[config.mk]
export PLATFORM = sky130hd
export DESIGN_NAME = led_sync_dim_ctrl
export DESIGN_NICKNAME = d
export VERILOG_FILES = /design/src/inc/led_sync_dim_pkg.sv /design/src/verilog/led_sync_dim_ctrl.sv
export SDC_FILE = /design/constraint.sdc
export NUM_CORES = 1
export LEC_CHECK = 0
export BUFFER_PORTS_ARGS = -buffer_cell sky130_fd_sc_hd__buf_2
export CAP_MARGIN = 5
export CORE_MARGIN = 5
export CORE_UTILIZATION = 35
export DETAILED_ROUTE_END_ITERATION = 7
export REMOVE_ABC_BUFFERS = 1
export SLEW_MARGIN = 30
export SYNTH_ARGS = -nofsm -noshare
export SYNTH_HDL_FRONTEND = slang
export SYNTH_SLANG_ARGS = --single-unit
[constraint.sdc]
create_clock -name REF_CLK -period 2.9 [get_ports REF_CLK]
set_input_delay 0.58 -clock REF_CLK [delete_from_list [all_inputs] [get_ports REF_CLK]]
set_output_delay 0.58 -clock REF_CLK [all_outputs]
set_load 0.01 [all_outputs]
[src/inc/led_sync_dim_pkg.sv]
// Constants for the boost clock select and dimming control block
package led_sync_dim_pkg;
   localparam int CLK_KHZ       = 40000;
   // Oscillator range and fault clamp, frequencies in kHz
   localparam int F_MIN_KHZ     = 580;
   localparam int F_MAX_KHZ     = 2300;
   localparam int F_CLAMP_KHZ   = 3500;
   localparam int PER_W         = 7;
   // Longest period still at or above the range floor: round down
   localparam logic [6:0] PER_MAX =
      7'(CLK_KHZ / F_MIN_KHZ);
   // Shortest period never above the clamp: round up
   localparam logic [6:0] PER_CLAMP =
      7'((CLK_KHZ + F_CLAMP_KHZ - 1) / F_CLAMP_KHZ);
   // External clock loss timeout, longest time: round down
   localparam int SYNC_LOSS_NS  = 7000;
   localparam int SYNC_LOSS_CYC = SYNC_LOSS_NS * CLK_KHZ / 1000000;
   localparam int SYNC_CNT_W    = 9;
   // Restart hold in clock-loss shutdown, least time: round up
   localparam int RESTART_NS    = 5000;
   localparam int RESTART_CYC   =
      (RESTART_NS * CLK_KHZ + 999999) / 1000000;
   // Least width of the first enable pulse, least time: round up
   localparam int EN_FIRST_NS   = 1000;
   localparam int EN_FIRST_CYC  =
      (EN_FIRST_NS * CLK_KHZ + 999999) / 1000000;
   // Enable low time that selects low power mode
   localparam int LOW_POWER_MS  = 65;
   localparam int LOW_POWER_CYC = LOW_POWER_MS * CLK_KHZ;
   // Delay before a new trim duty reaches the LED current
   localparam int TRIM_DELAY_MS = 4;
   localparam int TRIM_DELAY_CYC = TRIM_DELAY_MS * CLK_KHZ;
   // Trim duty window: 2**TRIM_WIN_W cycles, level in LEVEL_W bits
   localparam int TRIM_WIN_W    = 12;
   localparam int LEVEL_W       = 8;
   localparam logic [7:0] LEVEL_FULL = 8'hFF;
   // Rising edges seen before the external clock is taken
   localparam logic [1:0] SYNC_LOCK_EDGES = 2'h2;
   typedef enum logic [1:0] {
      ST_IDLE, ST_RUN, ST_SHDN, ST_LOWPWR
   } ctrl_state_t;
endpackage

[src/verilog/led_sync_dim_ctrl.sv]
// Boost clock select, clock-loss shutdown and LED dimming control
`timescale 1ns/100ps
// Operation
// Internal switching clock spans 580 kHz to 2.3 MHz, set by resistor.
// Switching frequency is clamped to at most 3.5 MHz under faults.
// A frequency-set pin shorted to ground while running shuts down.
// No power-up while the frequency-set pin is held low; the code still starts with the pin low once a sync clock is taken.
// Power-up tried once the pin rises near 1 V or sync is seen.
// Changeover to the external clock causes no LED current step.
// External clock high and low phases each last at least 150 ns.
// External clock duty 33 to 66 percent at 2.2 MHz, wider lower.
// Losing the external clock falls back to the internal frequency.
// Fallback pauses switching for no more than about 7 us.
// External clock low longer than 7 us enters shutdown.
// That shutdown stops boost, opens disconnect, stops LED sinks.
// Host holds enable low 65 ms to select low power mode.
// Pin released after 5 us of that shutdown restarts by soft start.
// Enable high: run, every enabled LED sinks full current.
// Enable low: boost and sinks off, compensation floated, core alive.
// Enable edge reaches the LED current within about 500 ns.
// Host applies enable dimming at 200 Hz to 1 kHz.
// LED current falls inversely with trim input duty.
// Host drives trim input at 20 kHz to 1 MHz.
// Unused trim input is grounded; trimmed maximum has 5 % margin.
// Trim duty changes reach the LED current after several ms.
// Start needs enable first pulse width and supply above UVLO.
// External clock loss found by timing its phases, no edge in time.
module led_sync_dim_ctrl #(
   parameter int LOW_POWER_CYC  = led_sync_dim_pkg::LOW_POWER_CYC,
   parameter int TRIM_DELAY_CYC = led_sync_dim_pkg::TRIM_DELAY_CYC
) (
   input  wire logic       REF_CLK,          // 40 MHz clock
   input  wire logic       RST_B,            // Async reset, active low
   input  wire logic       EN_PWM,           // Enable and dimming pin
   input  wire logic       SYNC_IN,          // External switching clock
   input  wire logic       FREQ_SET_HIGH,    // Set pin above about 1 V
   input  wire logic       FREQ_SET_SHORT,   // Set pin shorted to ground
   input  wire logic [6:0] FREQ_SET_PERIOD,  // Resistor-set period, cycles
   input  wire logic       UVLO_OK,          // Supply above start level
   input  wire logic       CURRENT_TRIM_PWM, // Digital current trim input
   output logic            SW_CLK,           // Boost switch drive
   output logic            BOOST_EN,         // Boost converter enable
   output logic            LED_SINK_EN,      // LED current sinks enable
   output logic            DISCONNECT_ON,    // Input disconnect closed
   output logic            COMP_FLOAT,       // Compensation node floated
   output logic            CORE_ALIVE,       // Critical circuits powered
   output logic            SOFT_START,       // One-cycle soft start pulse
   output logic            EXT_CLK_SEL,      // External clock in use
   output logic            CLK_LOSS_SHDN,    // Clock-loss shutdown state
   output logic            LOW_POWER,        // Low power mode
   output logic [7:0]      ILED_LEVEL        // LED current, FF is full
);
   localparam int LPW = $clog2(LOW_POWER_CYC + 1);
   localparam int TDW = $clog2(TRIM_DELAY_CYC + 1);
   localparam int SCW = led_sync_dim_pkg::SYNC_CNT_W;
   localparam logic [SCW-1:0] LOSS_CYC =
      SCW'(led_sync_dim_pkg::SYNC_LOSS_CYC);
   localparam logic [SCW-1:0] RST_CYC =
      SCW'(led_sync_dim_pkg::RESTART_CYC);
   localparam logic [6:0] EN_MIN =
      7'(led_sync_dim_pkg::EN_FIRST_CYC);
   localparam logic [LPW-1:0] LP_CYC = LPW'(LOW_POWER_CYC);
   localparam logic [TDW-1:0] TD_CYC = TDW'(TRIM_DELAY_CYC);
   localparam int TWW = led_sync_dim_pkg::TRIM_WIN_W;

   // Pin synchronisers: first stages feed only second stages
   logic       en_s1, en_s2, sy_s1, sy_s2, fh_s1, fh_s2;
   logic       fs_s1, fs_s2, uv_s1, uv_s2, tr_s1, tr_s2;
   logic [6:0] per_s1, per_s2, per_s3, per_q;
   logic       sy_d;

   always_ff @(posedge REF_CLK or negedge RST_B) begin
      if (!RST_B) begin
         {en_s1, en_s2, sy_s1, sy_s2, fh_s1, fh_s2} <= 6'h00;
         {fs_s1, fs_s2, uv_s1, uv_s2, tr_s1, tr_s2} <= 6'h00;
         per_s1 <= 7'h00;
         per_s2 <= 7'h00;
         per_s3 <= 7'h00;
         per_q  <= 7'h00;
         sy_d   <= 1'b0;
      end else begin
         en_s1  <= EN_PWM;
         en_s2  <= en_s1;
         sy_s1  <= SYNC_IN;
         sy_s2  <= sy_s1;
         fh_s1  <= FREQ_SET_HIGH;
         fh_s2  <= fh_s1;
         fs_s1  <= FREQ_SET_SHORT;
         fs_s2  <= fs_s1;
         uv_s1  <= UVLO_OK;
         uv_s2  <= uv_s1;
         tr_s1  <= CURRENT_TRIM_PWM;
         tr_s2  <= tr_s1;
         per_s1 <= FREQ_SET_PERIOD;
         per_s2 <= per_s1;
         per_s3 <= per_s2;
         // Word taken only when two samples agree, so no torn code
         if (per_s2 == per_s3)
            per_q <= per_s2;
         sy_d   <= sy_s2;
      end
   end

   // Clock source selection and switching drive
   logic [SCW-1:0] lo_cnt, hi_cnt, next_lo_cnt, next_hi_cnt;
   logic [1:0]     edges, next_edges;
   logic           ext_sel, next_ext_sel;
   logic [6:0]     sw_cnt, next_sw_cnt, per;
   logic           sync_rise, loss_low, int_sw, ext_sw;

   always_comb begin
      sync_rise    = sy_s2 & ~sy_d;
      next_lo_cnt  = lo_cnt;
      next_hi_cnt  = hi_cnt;
      next_edges   = edges;
      next_ext_sel = ext_sel;
      loss_low     = 1'b0;
      // Phase timers saturate at the loss timeout
      if (sy_s2 != sy_d) begin
         next_lo_cnt = '0;
         next_hi_cnt = '0;
      end else if (sy_s2 && hi_cnt != LOSS_CYC) begin
         next_hi_cnt = hi_cnt + 1'b1;
      end else if (!sy_s2 && lo_cnt != LOSS_CYC) begin
         next_lo_cnt = lo_cnt + 1'b1;
      end
      if (ext_sel && !sy_s2 && lo_cnt == LOSS_CYC - 1'b1) begin
         loss_low     = 1'b1;
         next_ext_sel = 1'b0;
         next_edges   = 2'h0;
      end else if (ext_sel && sy_s2 && hi_cnt == LOSS_CYC - 1'b1) begin
         next_ext_sel = 1'b0;
         next_edges   = 2'h0;
      end else if (sync_rise) begin
         if (edges == led_sync_dim_pkg::SYNC_LOCK_EDGES)
            next_ext_sel = 1'b1;
         else
            next_edges = edges + 1'b1;
      end
      // Out-of-range codes clamp to the legal oscillator periods
      if (per_q < led_sync_dim_pkg::PER_CLAMP)
         per = led_sync_dim_pkg::PER_CLAMP;
      else if (per_q > led_sync_dim_pkg::PER_MAX)
         per = led_sync_dim_pkg::PER_MAX;
      else
         per = per_q;
      // Internal period restarts at each clock source change and at its own end
      if (next_ext_sel != ext_sel || sw_cnt >= per - 7'h01)
         next_sw_cnt = 7'h00;
      else
         next_sw_cnt = sw_cnt + 7'h01;
      int_sw = sw_cnt < (per >> 1);
      // On-time bounded, so a stuck-high clock pauses switching
      ext_sw = sy_s2 && hi_cnt < SCW'(led_sync_dim_pkg::PER_MAX);
   end

   always_ff @(posedge REF_CLK or negedge RST_B) begin
      if (!RST_B) begin
         lo_cnt  <= '0;
         hi_cnt  <= '0;
         edges   <= 2'h0;
         ext_sel <= 1'b0;
         sw_cnt  <= 7'h00;
      end else begin
         lo_cnt  <= next_lo_cnt;
         hi_cnt  <= next_hi_cnt;
         edges   <= next_edges;
         ext_sel <= next_ext_sel;
         sw_cnt  <= next_sw_cnt;
      end
   end

   // Power state control
   led_sync_dim_pkg::ctrl_state_t state, next_state;
   logic [6:0]     en_hi, next_en_hi;
   logic [LPW-1:0] en_lo, next_en_lo;
   logic [SCW-1:0] sd_cnt, next_sd_cnt;
   logic           run_on, next_sw, next_ss;

   always_comb begin
      next_state  = state;
      next_ss     = 1'b0;
      next_en_hi  = en_s2 ? ((en_hi == EN_MIN) ? en_hi : en_hi + 7'h01)
                          : 7'h00;
      next_en_lo  = en_s2 ? '0 : ((en_lo == LP_CYC) ? en_lo
                                                    : en_lo + 1'b1);
      next_sd_cnt = '0;
      case (state)
         led_sync_dim_pkg::ST_IDLE: begin
            // Set pin low blocks start unless a sync clock is present
            if (uv_s2 && en_s2 && en_hi == EN_MIN && !fs_s2 &&
                (fh_s2 || next_ext_sel)) begin
               next_state = led_sync_dim_pkg::ST_RUN;
               next_ss    = 1'b1;
            end
         end
         led_sync_dim_pkg::ST_RUN: begin
            if (fs_s2 || loss_low)
               next_state = led_sync_dim_pkg::ST_SHDN;
            else if (!uv_s2)
               next_state = led_sync_dim_pkg::ST_IDLE;
         end
         led_sync_dim_pkg::ST_SHDN: begin
            next_sd_cnt = (sd_cnt == RST_CYC) ? sd_cnt : sd_cnt + 1'b1;
            if (sd_cnt == RST_CYC && fh_s2 && !fs_s2 && uv_s2 && en_s2) begin
               next_state = led_sync_dim_pkg::ST_RUN;
               next_ss    = 1'b1;
            end
         end
         led_sync_dim_pkg::ST_LOWPWR: begin
            if (en_s2)
               next_state = led_sync_dim_pkg::ST_IDLE;
         end
         default: next_state = led_sync_dim_pkg::ST_IDLE;
      endcase
      // Long enable low wins over every other state move
      if (en_lo == LP_CYC - 1'b1)
         next_state = led_sync_dim_pkg::ST_LOWPWR;
      // Only two sync stages plus one output flop: 75 ns to the sinks
      run_on  = next_state == led_sync_dim_pkg::ST_RUN && en_s2;
      next_sw = run_on && (next_ext_sel ? ext_sw : int_sw);
   end

   always_ff @(posedge REF_CLK or negedge RST_B) begin
      if (!RST_B) begin
         state         <= led_sync_dim_pkg::ST_IDLE;
         en_hi         <= 7'h00;
         en_lo         <= '0;
         sd_cnt        <= '0;
         SW_CLK        <= 1'b0;
         BOOST_EN      <= 1'b0;
         LED_SINK_EN   <= 1'b0;
         DISCONNECT_ON <= 1'b0;
         COMP_FLOAT    <= 1'b1;
         CORE_ALIVE    <= 1'b1;
         SOFT_START    <= 1'b0;
         EXT_CLK_SEL   <= 1'b0;
         CLK_LOSS_SHDN <= 1'b0;
         LOW_POWER     <= 1'b0;
      end else begin
         state         <= next_state;
         en_hi         <= next_en_hi;
         en_lo         <= next_en_lo;
         sd_cnt        <= next_sd_cnt;
         SW_CLK        <= next_sw;
         BOOST_EN      <= run_on;
         LED_SINK_EN   <= run_on;
         DISCONNECT_ON <= next_state == led_sync_dim_pkg::ST_RUN;
         COMP_FLOAT    <= !run_on;
         CORE_ALIVE    <= next_state != led_sync_dim_pkg::ST_LOWPWR;
         SOFT_START    <= next_ss;
         EXT_CLK_SEL   <= next_ext_sel;
         CLK_LOSS_SHDN <= next_state == led_sync_dim_pkg::ST_SHDN;
         LOW_POWER     <= next_state == led_sync_dim_pkg::ST_LOWPWR;
      end
   end

   // Trim duty measurement and delayed application
   logic [TWW-1:0] win, next_win, acc, next_acc;
   logic [7:0]     pend, next_pend, next_level;
   logic [TDW-1:0] dly, next_dly;
   logic [7:0]     meas;

   always_comb begin
      next_win   = win + 1'b1;
      next_acc   = acc;
      next_pend  = pend;
      next_dly   = dly;
      next_level = ILED_LEVEL;
      // Inverse of duty: grounded input gives full current
      meas = ~acc[TWW-1 -: led_sync_dim_pkg::LEVEL_W];
      if (&win) begin
         // Current sample opens the next window, so none is lost
         next_acc = {{(TWW-1){1'b0}}, tr_s2};
         if (meas != pend) begin
            next_pend = meas;
            next_dly  = '0;
         end
      end else if (tr_s2 && !(&acc)) begin
         next_acc = acc + 1'b1;
      end
      // New level reaches the sinks only after the hold delay
      if (next_pend == pend && dly != TD_CYC) begin
         next_dly = dly + 1'b1;
         if (dly == TD_CYC - 1'b1)
            next_level = pend;
      end
   end

   always_ff @(posedge REF_CLK or negedge RST_B) begin
      if (!RST_B) begin
         win        <= '0;
         acc        <= '0;
         pend       <= led_sync_dim_pkg::LEVEL_FULL;
         dly        <= '0;
         ILED_LEVEL <= led_sync_dim_pkg::LEVEL_FULL;
      end else begin
         win        <= next_win;
         acc        <= next_acc;
         pend       <= next_pend;
         dly        <= next_dly;
         ILED_LEVEL <= next_level;
      end
   end
endmodule // led_sync_dim_ctrl

# Yosys cells after proc, flatten, opt, wreduce, memory -nomap -nowiden
# Cells that the tools add are included.
[totals] register_bits=175 input_bits=15 out_inout_bits=18 wordCells=166
[op_classes] n_addsub=11 n_lt_le_gt_ge=5 n_eq_ne=28 n_mux=41 n_bitwise=3 reduce_logical=39
[op_table] operator="9-bit two-way mux" count=7
[op_table] operator="18-bit two-way mux" count=3
[op_table] operator="22-bit == test (second input constant)" count=2
[op_table] operator="22-bit two-way mux" count=2
[op_table] operator="7-bit two-way mux" count=5
[op_table] operator="9-bit by 1-bit adder with 9-bit output (second input constant)" count=3
[op_table] operator="12-bit by 1-bit adder with 12-bit output (second input constant)" count=2
[op_table] operator="12-bit two-way mux" count=2
[op_table] operator="12-bit AND reduction" count=2
[op_table] operator="22-bit by 1-bit adder with 22-bit output (second input constant)" count=1
[op_table] operator="2-bit two-way mux" count=10
[op_table] operator="1-bit logical AND" count=19
[op_table] operator="18-bit by 1-bit adder with 18-bit output (second input constant)" count=1
[op_table] operator="18-bit == test (second input constant)" count=1
[op_table] operator="9-bit == test (second input constant)" count=2
[op_table] operator="18-bit != test (second input constant)" count=1
[op_table] operator="9-bit != test (second input constant)" count=2
[op_table] operator="8-bit two-way mux" count=2
[op_table] operator="7-bit by 1-bit adder with 7-bit output (second input constant)" count=2
[op_table] operator="2-bit == test (second input constant)" count=5
[op_table] operator="2-bit != test (second input constant)" count=5
[op_table] operator="2-bit nonzero test" count=5
[op_table] operator="9-bit by 8-bit == test with 1-bit output (second input constant)" count=1
[op_table] operator="9-bit by 7-bit less-than comparator with 1-bit output (second input constant)" count=1
[op_table] operator="other kinds (24)" count=41

# Longest topological paths before layout
[logic_depth] depth_word=13 mapped_depth=12 ltp_nobuf=11

# Worst setup path after synthesis
# OpenSTA, ideal clock, no wires.
[synth_path] path_type="register to register" startpoint="reg per_q[6]" endpoint="reg sw_cnt[0]" setup_time_ns=0.095 arrival_ns=2.444 t_required_ns=2.805 slack_ns=0.361 stages_incl_launch_ff=12 n_path_buf=0 period_less_slack_ns=2.539 path_cell_list="dfrtp_1 -> clkinv_1 -> or4_1 -> nand2_1 -> nand2_1 -> ha_1 -> nand3b_1 -> xnor2_1 -> ha_1 -> a21oi_1 -> o21ai_1 -> a211oi_1"
[synth_via] elab_chain_len=7 word_cells_on_any_way=8 cone_classes="add/sub: 1; order compare: 3; mux: 3; reduce/logical: 1"
[synth_lines] element="from (decl)" line_no="led_sync_dim_ctrl.sv:69" text="logic [6:0] per_s1, per_s2, per_s3, per_q;"
[synth_lines] element="from (signal assigned)" line_no="led_sync_dim_ctrl.sv:99" text="per_q <= per_s2;"
[synth_lines] element="7-bit greater-than comparator" line_no="led_sync_dim_ctrl.sv:143" text="else if (per_q > led_sync_dim_pkg::PER_MAX)"
[synth_lines] element="7-bit two-way mux" line_no="led_sync_dim_ctrl.sv:143"
[synth_lines] element="7-bit two-way mux (*)" line_no="led_sync_dim_ctrl.sv:141" text="if (per_q < led_sync_dim_pkg::PER_CLAMP)"
[synth_lines] element="7-bit by 1-bit subtractor with 7-bit output (*)" line_no="led_sync_dim_ctrl.sv:148" text="if (next_ext_sel != ext_sel || sw_cnt >= per - 7'h01)"
[synth_lines] element="7-bit greater-or-equal comparator (*)" line_no="led_sync_dim_ctrl.sv:148"
[synth_lines] element="1-bit logical OR (*)" line_no="led_sync_dim_ctrl.sv:148"
[synth_lines] element="7-bit two-way mux (*)" line_no="led_sync_dim_ctrl.sv:148"
[synth_lines] element="net next_sw_cnt[0]" line_no="led_sync_dim_ctrl.sv:108" text="logic [6:0] sw_cnt, next_sw_cnt, per;"
[synth_lines] element="to (signal assigned)" line_no="led_sync_dim_ctrl.sv:169" text="sw_cnt <= next_sw_cnt;"
[synth_lines] element="to (decl)" line_no="led_sync_dim_ctrl.sv:108"
# Mark *: on every way through the listed nets, which the timed path passes. The rest lies on a longest branch.
# A chain may end at the register's enable or synchronous reset.

# Final worst setup path
[layout_path] startpoint="reg per_q[5]" endpoint="reg sw_cnt[1]"
# The elaborated chain is that of the path after synthesis.

==> metrics.yaml <==
routing:
  antenna_left: 0
  drc: 0
  drtIter0Drc: 216
  num_vias: 5464
  wl_mm: 15.0
  first_pass_iters: 4
  avgRoutedWirePerCell_um: 13.2
  via_per_inst: 4.82
critical_path:
  cp.buffers_inverters: 1
  slowest_stage: "dfrtp_2"
  worst-path-max-fanout: 8
  cp-end-kind: "flip-flop"
  cpPeakStageDelay_ns: 0.45
  critPathLaunchType: "flip-flop"
  crit_family: "simple AND/OR/NAND/NOR gates"
  crit_chain: "or2_2 -> or4_1 -> nand2_1 -> nand2_1 -> ha_1 -> nand3b_1 -> nand2_1 -> ha_1 -> a21oi_1 -> o211ai_1 -> buf_4 -> a211oi_1"
  crit_type: "reg -> reg"
  crit_top_cell: "nand2_1"
  critPathArrivalTime_ns: 3.05
  worst_ep_required_time_ns: 3.23
cts:
  cts_made_buffers: 17
  root_buffer: "clkbuf_16"
  clk_pin_slew_worst_paths_ns: 0.07
  cts_tree: "done"
  cts_num_sinks: 175
  clock_path_buffers: 2
  clk-insertion-delay-late_ns: 0.42
  cts_max_level: 4
synthesis:
  syn_inst: 762
  synth_edf_count: 0
  ys_seq_area_share_pct: 53.1
  syn-cell-area_um2: 8290
  yosysUniqueCellTypes: 63
  synth_commonest_cells: "dfrtp_1 (157), nor2_1 (82), xnor2_1 (52)"
  synth-main-ff-cell: "dfrtp_1"
  ys_top_cells_by_area: "dfrtp_1 (47%), dfstp_2 (5.7%), xnor2_1 (5.5%)"
  synth_warnings: 0
  syn_avg_cell_area_um2: 10.9
  yosys.cell_count.top_type: "dfrtp_1"
  synth_top_area_cell: "dfrtp_1"
  async_flop_share_pct: 100
  synth.top_cell.area_share_pct: 47.4
  ys_ff_latch: 175
grt:
  grt_pass1_wl_mm: 26.5
  grt_overflow_total: 0
  grt_pass1_vias: 5337
  antenna_found_initial: 0
  grt_use_total_pct: 12.1
  grt_max_degree: 59
placed_design:
  pre_cts_ws_ns: 0.0553
  placedInstanceArea_um2: 8860
  dpl.cell_count: 1102
  post-dp-hpwl_mm: 10.2
  port_buffers: 32
  gp_congestion: 0.777
timing:
  maxSlewViolCount: 0
  min_period_ns: 2.73
  tightest_slew_ns: 0.804
  fin_worst_skew_ns: 0.00840
  setup_viol: 0
  worst_slack_ns: 0.173
  rsz0062_at_grt: "yes"
  period_share_pct: 94.0
  slew_headroom_pct: 46.0
  timing_hold_violations_final: 0
  fmax_mhz: 367
die:
  ios: 33
  die_w_um: 164
  die_area_um2: 26900
  core_um2: 23400
  die_height_um: 164
  placementRows: 56
  start_util_pct: 35.4
final_layout:
  stdcell_area_um2: 9440
  layout.nets: 847
  instances_no_fill: 1134
  area_delta_synth_final_pct: 13.9
  num_antenna_cells: 0
  drive_above_1_share_pct: 14.6
power_and_ir_drop:
  leakage_uw: 0.00407
  p_per_area_nw_per_um2: 606
  vdd_drop_max_uv: 344
  total_power_uw: 5720
run:
  cap_violations: 0
worst_hold_path:
  hp-class: "in -> async"
outcome:
  outcome: "completed"
-- cells in the final DEF, fill, tap and decap left out, types with 7 or more instances in the layout --
cell / n
dfrtp_1: 156
nor2_1: 82
xnor2_1: 52
xor2_1: 48
nand2_1: 37
inv_1: 35
nand3_1: 31
buf_2: 31
nand4_1: 30
ha_1: 29
a21oi_1: 21
and3_1: 21
dfstp_2: 18
and2_1: 18
clkbuf_16: 17
mux2_2: 16
o21ai_0: 12
mux2i_1: 11
nor4_1: 10
nand2b_1: 8
nor2b_1: 8
and4_1: 7
buf_4: 7
-- area by class of cell --
class,instances,area (um2)
multi-input cells,532,3710
repair buffers,41,259
well taps,319,399
clock buffers,20,447
inverters,36,135
clock inverters,11,85.1
fillers,2255,14000
flip-flops and latches,175,4400
-- path summary, 6_finish.rpt --
kind | startpoint | slack (ns) | endpoint | cells after the start
max | per_q[5] | 0.17 | sw_cnt[1] | 12
min | RST_B | 0.14 | win[1] | 1
max reg2reg | per_q[5] | 0.17 | sw_cnt[1] | 12
min reg2reg | fh_s1 | 0.35 | fh_s2 | 0
max in group asynchronous | RST_B | 2.04 | CORE_ALIVE | 2
min in group REF_CLK | FREQ_SET_PERIOD[0] | 0.26 | per_s1[0] | 1
-- power breakdown --
part / total [uW] / internal (uW) / leakage (uW) / switching [uW]
sequential: 2760 / 2590 / 0.00223 / 177
clock: 2090 / 1120 / 0.000253 / 965
combinational: 864 / 388 / 0.00158 / 476
-- timing repair --
item                                    4_1_cts  5_1_grt
buffers inserted                              0        1
resized for setup                             0        9
hold buffers                                  0        0
endpoints found under the setup margin        0        7
-- registers in the layout (all words and copies together), names as in the netlist, 8 cells and up --
name,count
ILED_LEVEL,8
acc,12
dly,18
en_lo,22
hi_cnt,9
lo_cnt,9
pend,8
sd_cnt,9
win,12
-- cells by family after synthesis --
family | after synthesis | share of synthesized area [%]
compound gates | 80 | 6.37
xor+xnor | 100 | 10.6
fa+ha+maj | 29 | 4.38
buf+inv | 55 | 2.64
flops | 175 | 53.1
mux | 27 | 3.50
simple gates | 296 | 19.4
-- through the flow --
stage          TNS [ns]  hold slack [ns]  utilization [%]
6_report              0            0.140             40.3
5_1_grt        -0.00629            0.174             40.3
3_5_place_dp          0            0.335             37.9
3_3_place_gp          0            0.332             37.9
4_1_cts               0            0.152             40.1
2_1_floorplan     -1.29            0.284                -
-- metal layers --
metal / vias up / GRT usage, % / wire (um)
met2: 69 / 18.4 / 6870
li1: 2736 / - / -
met1: 2651 / 17.3 / 7540
met3: 8 / 2.74 / 456
met5: - / 0 / 0
met4: 0 / 3.55 / 135
Power figures use the tool's default switching activity.
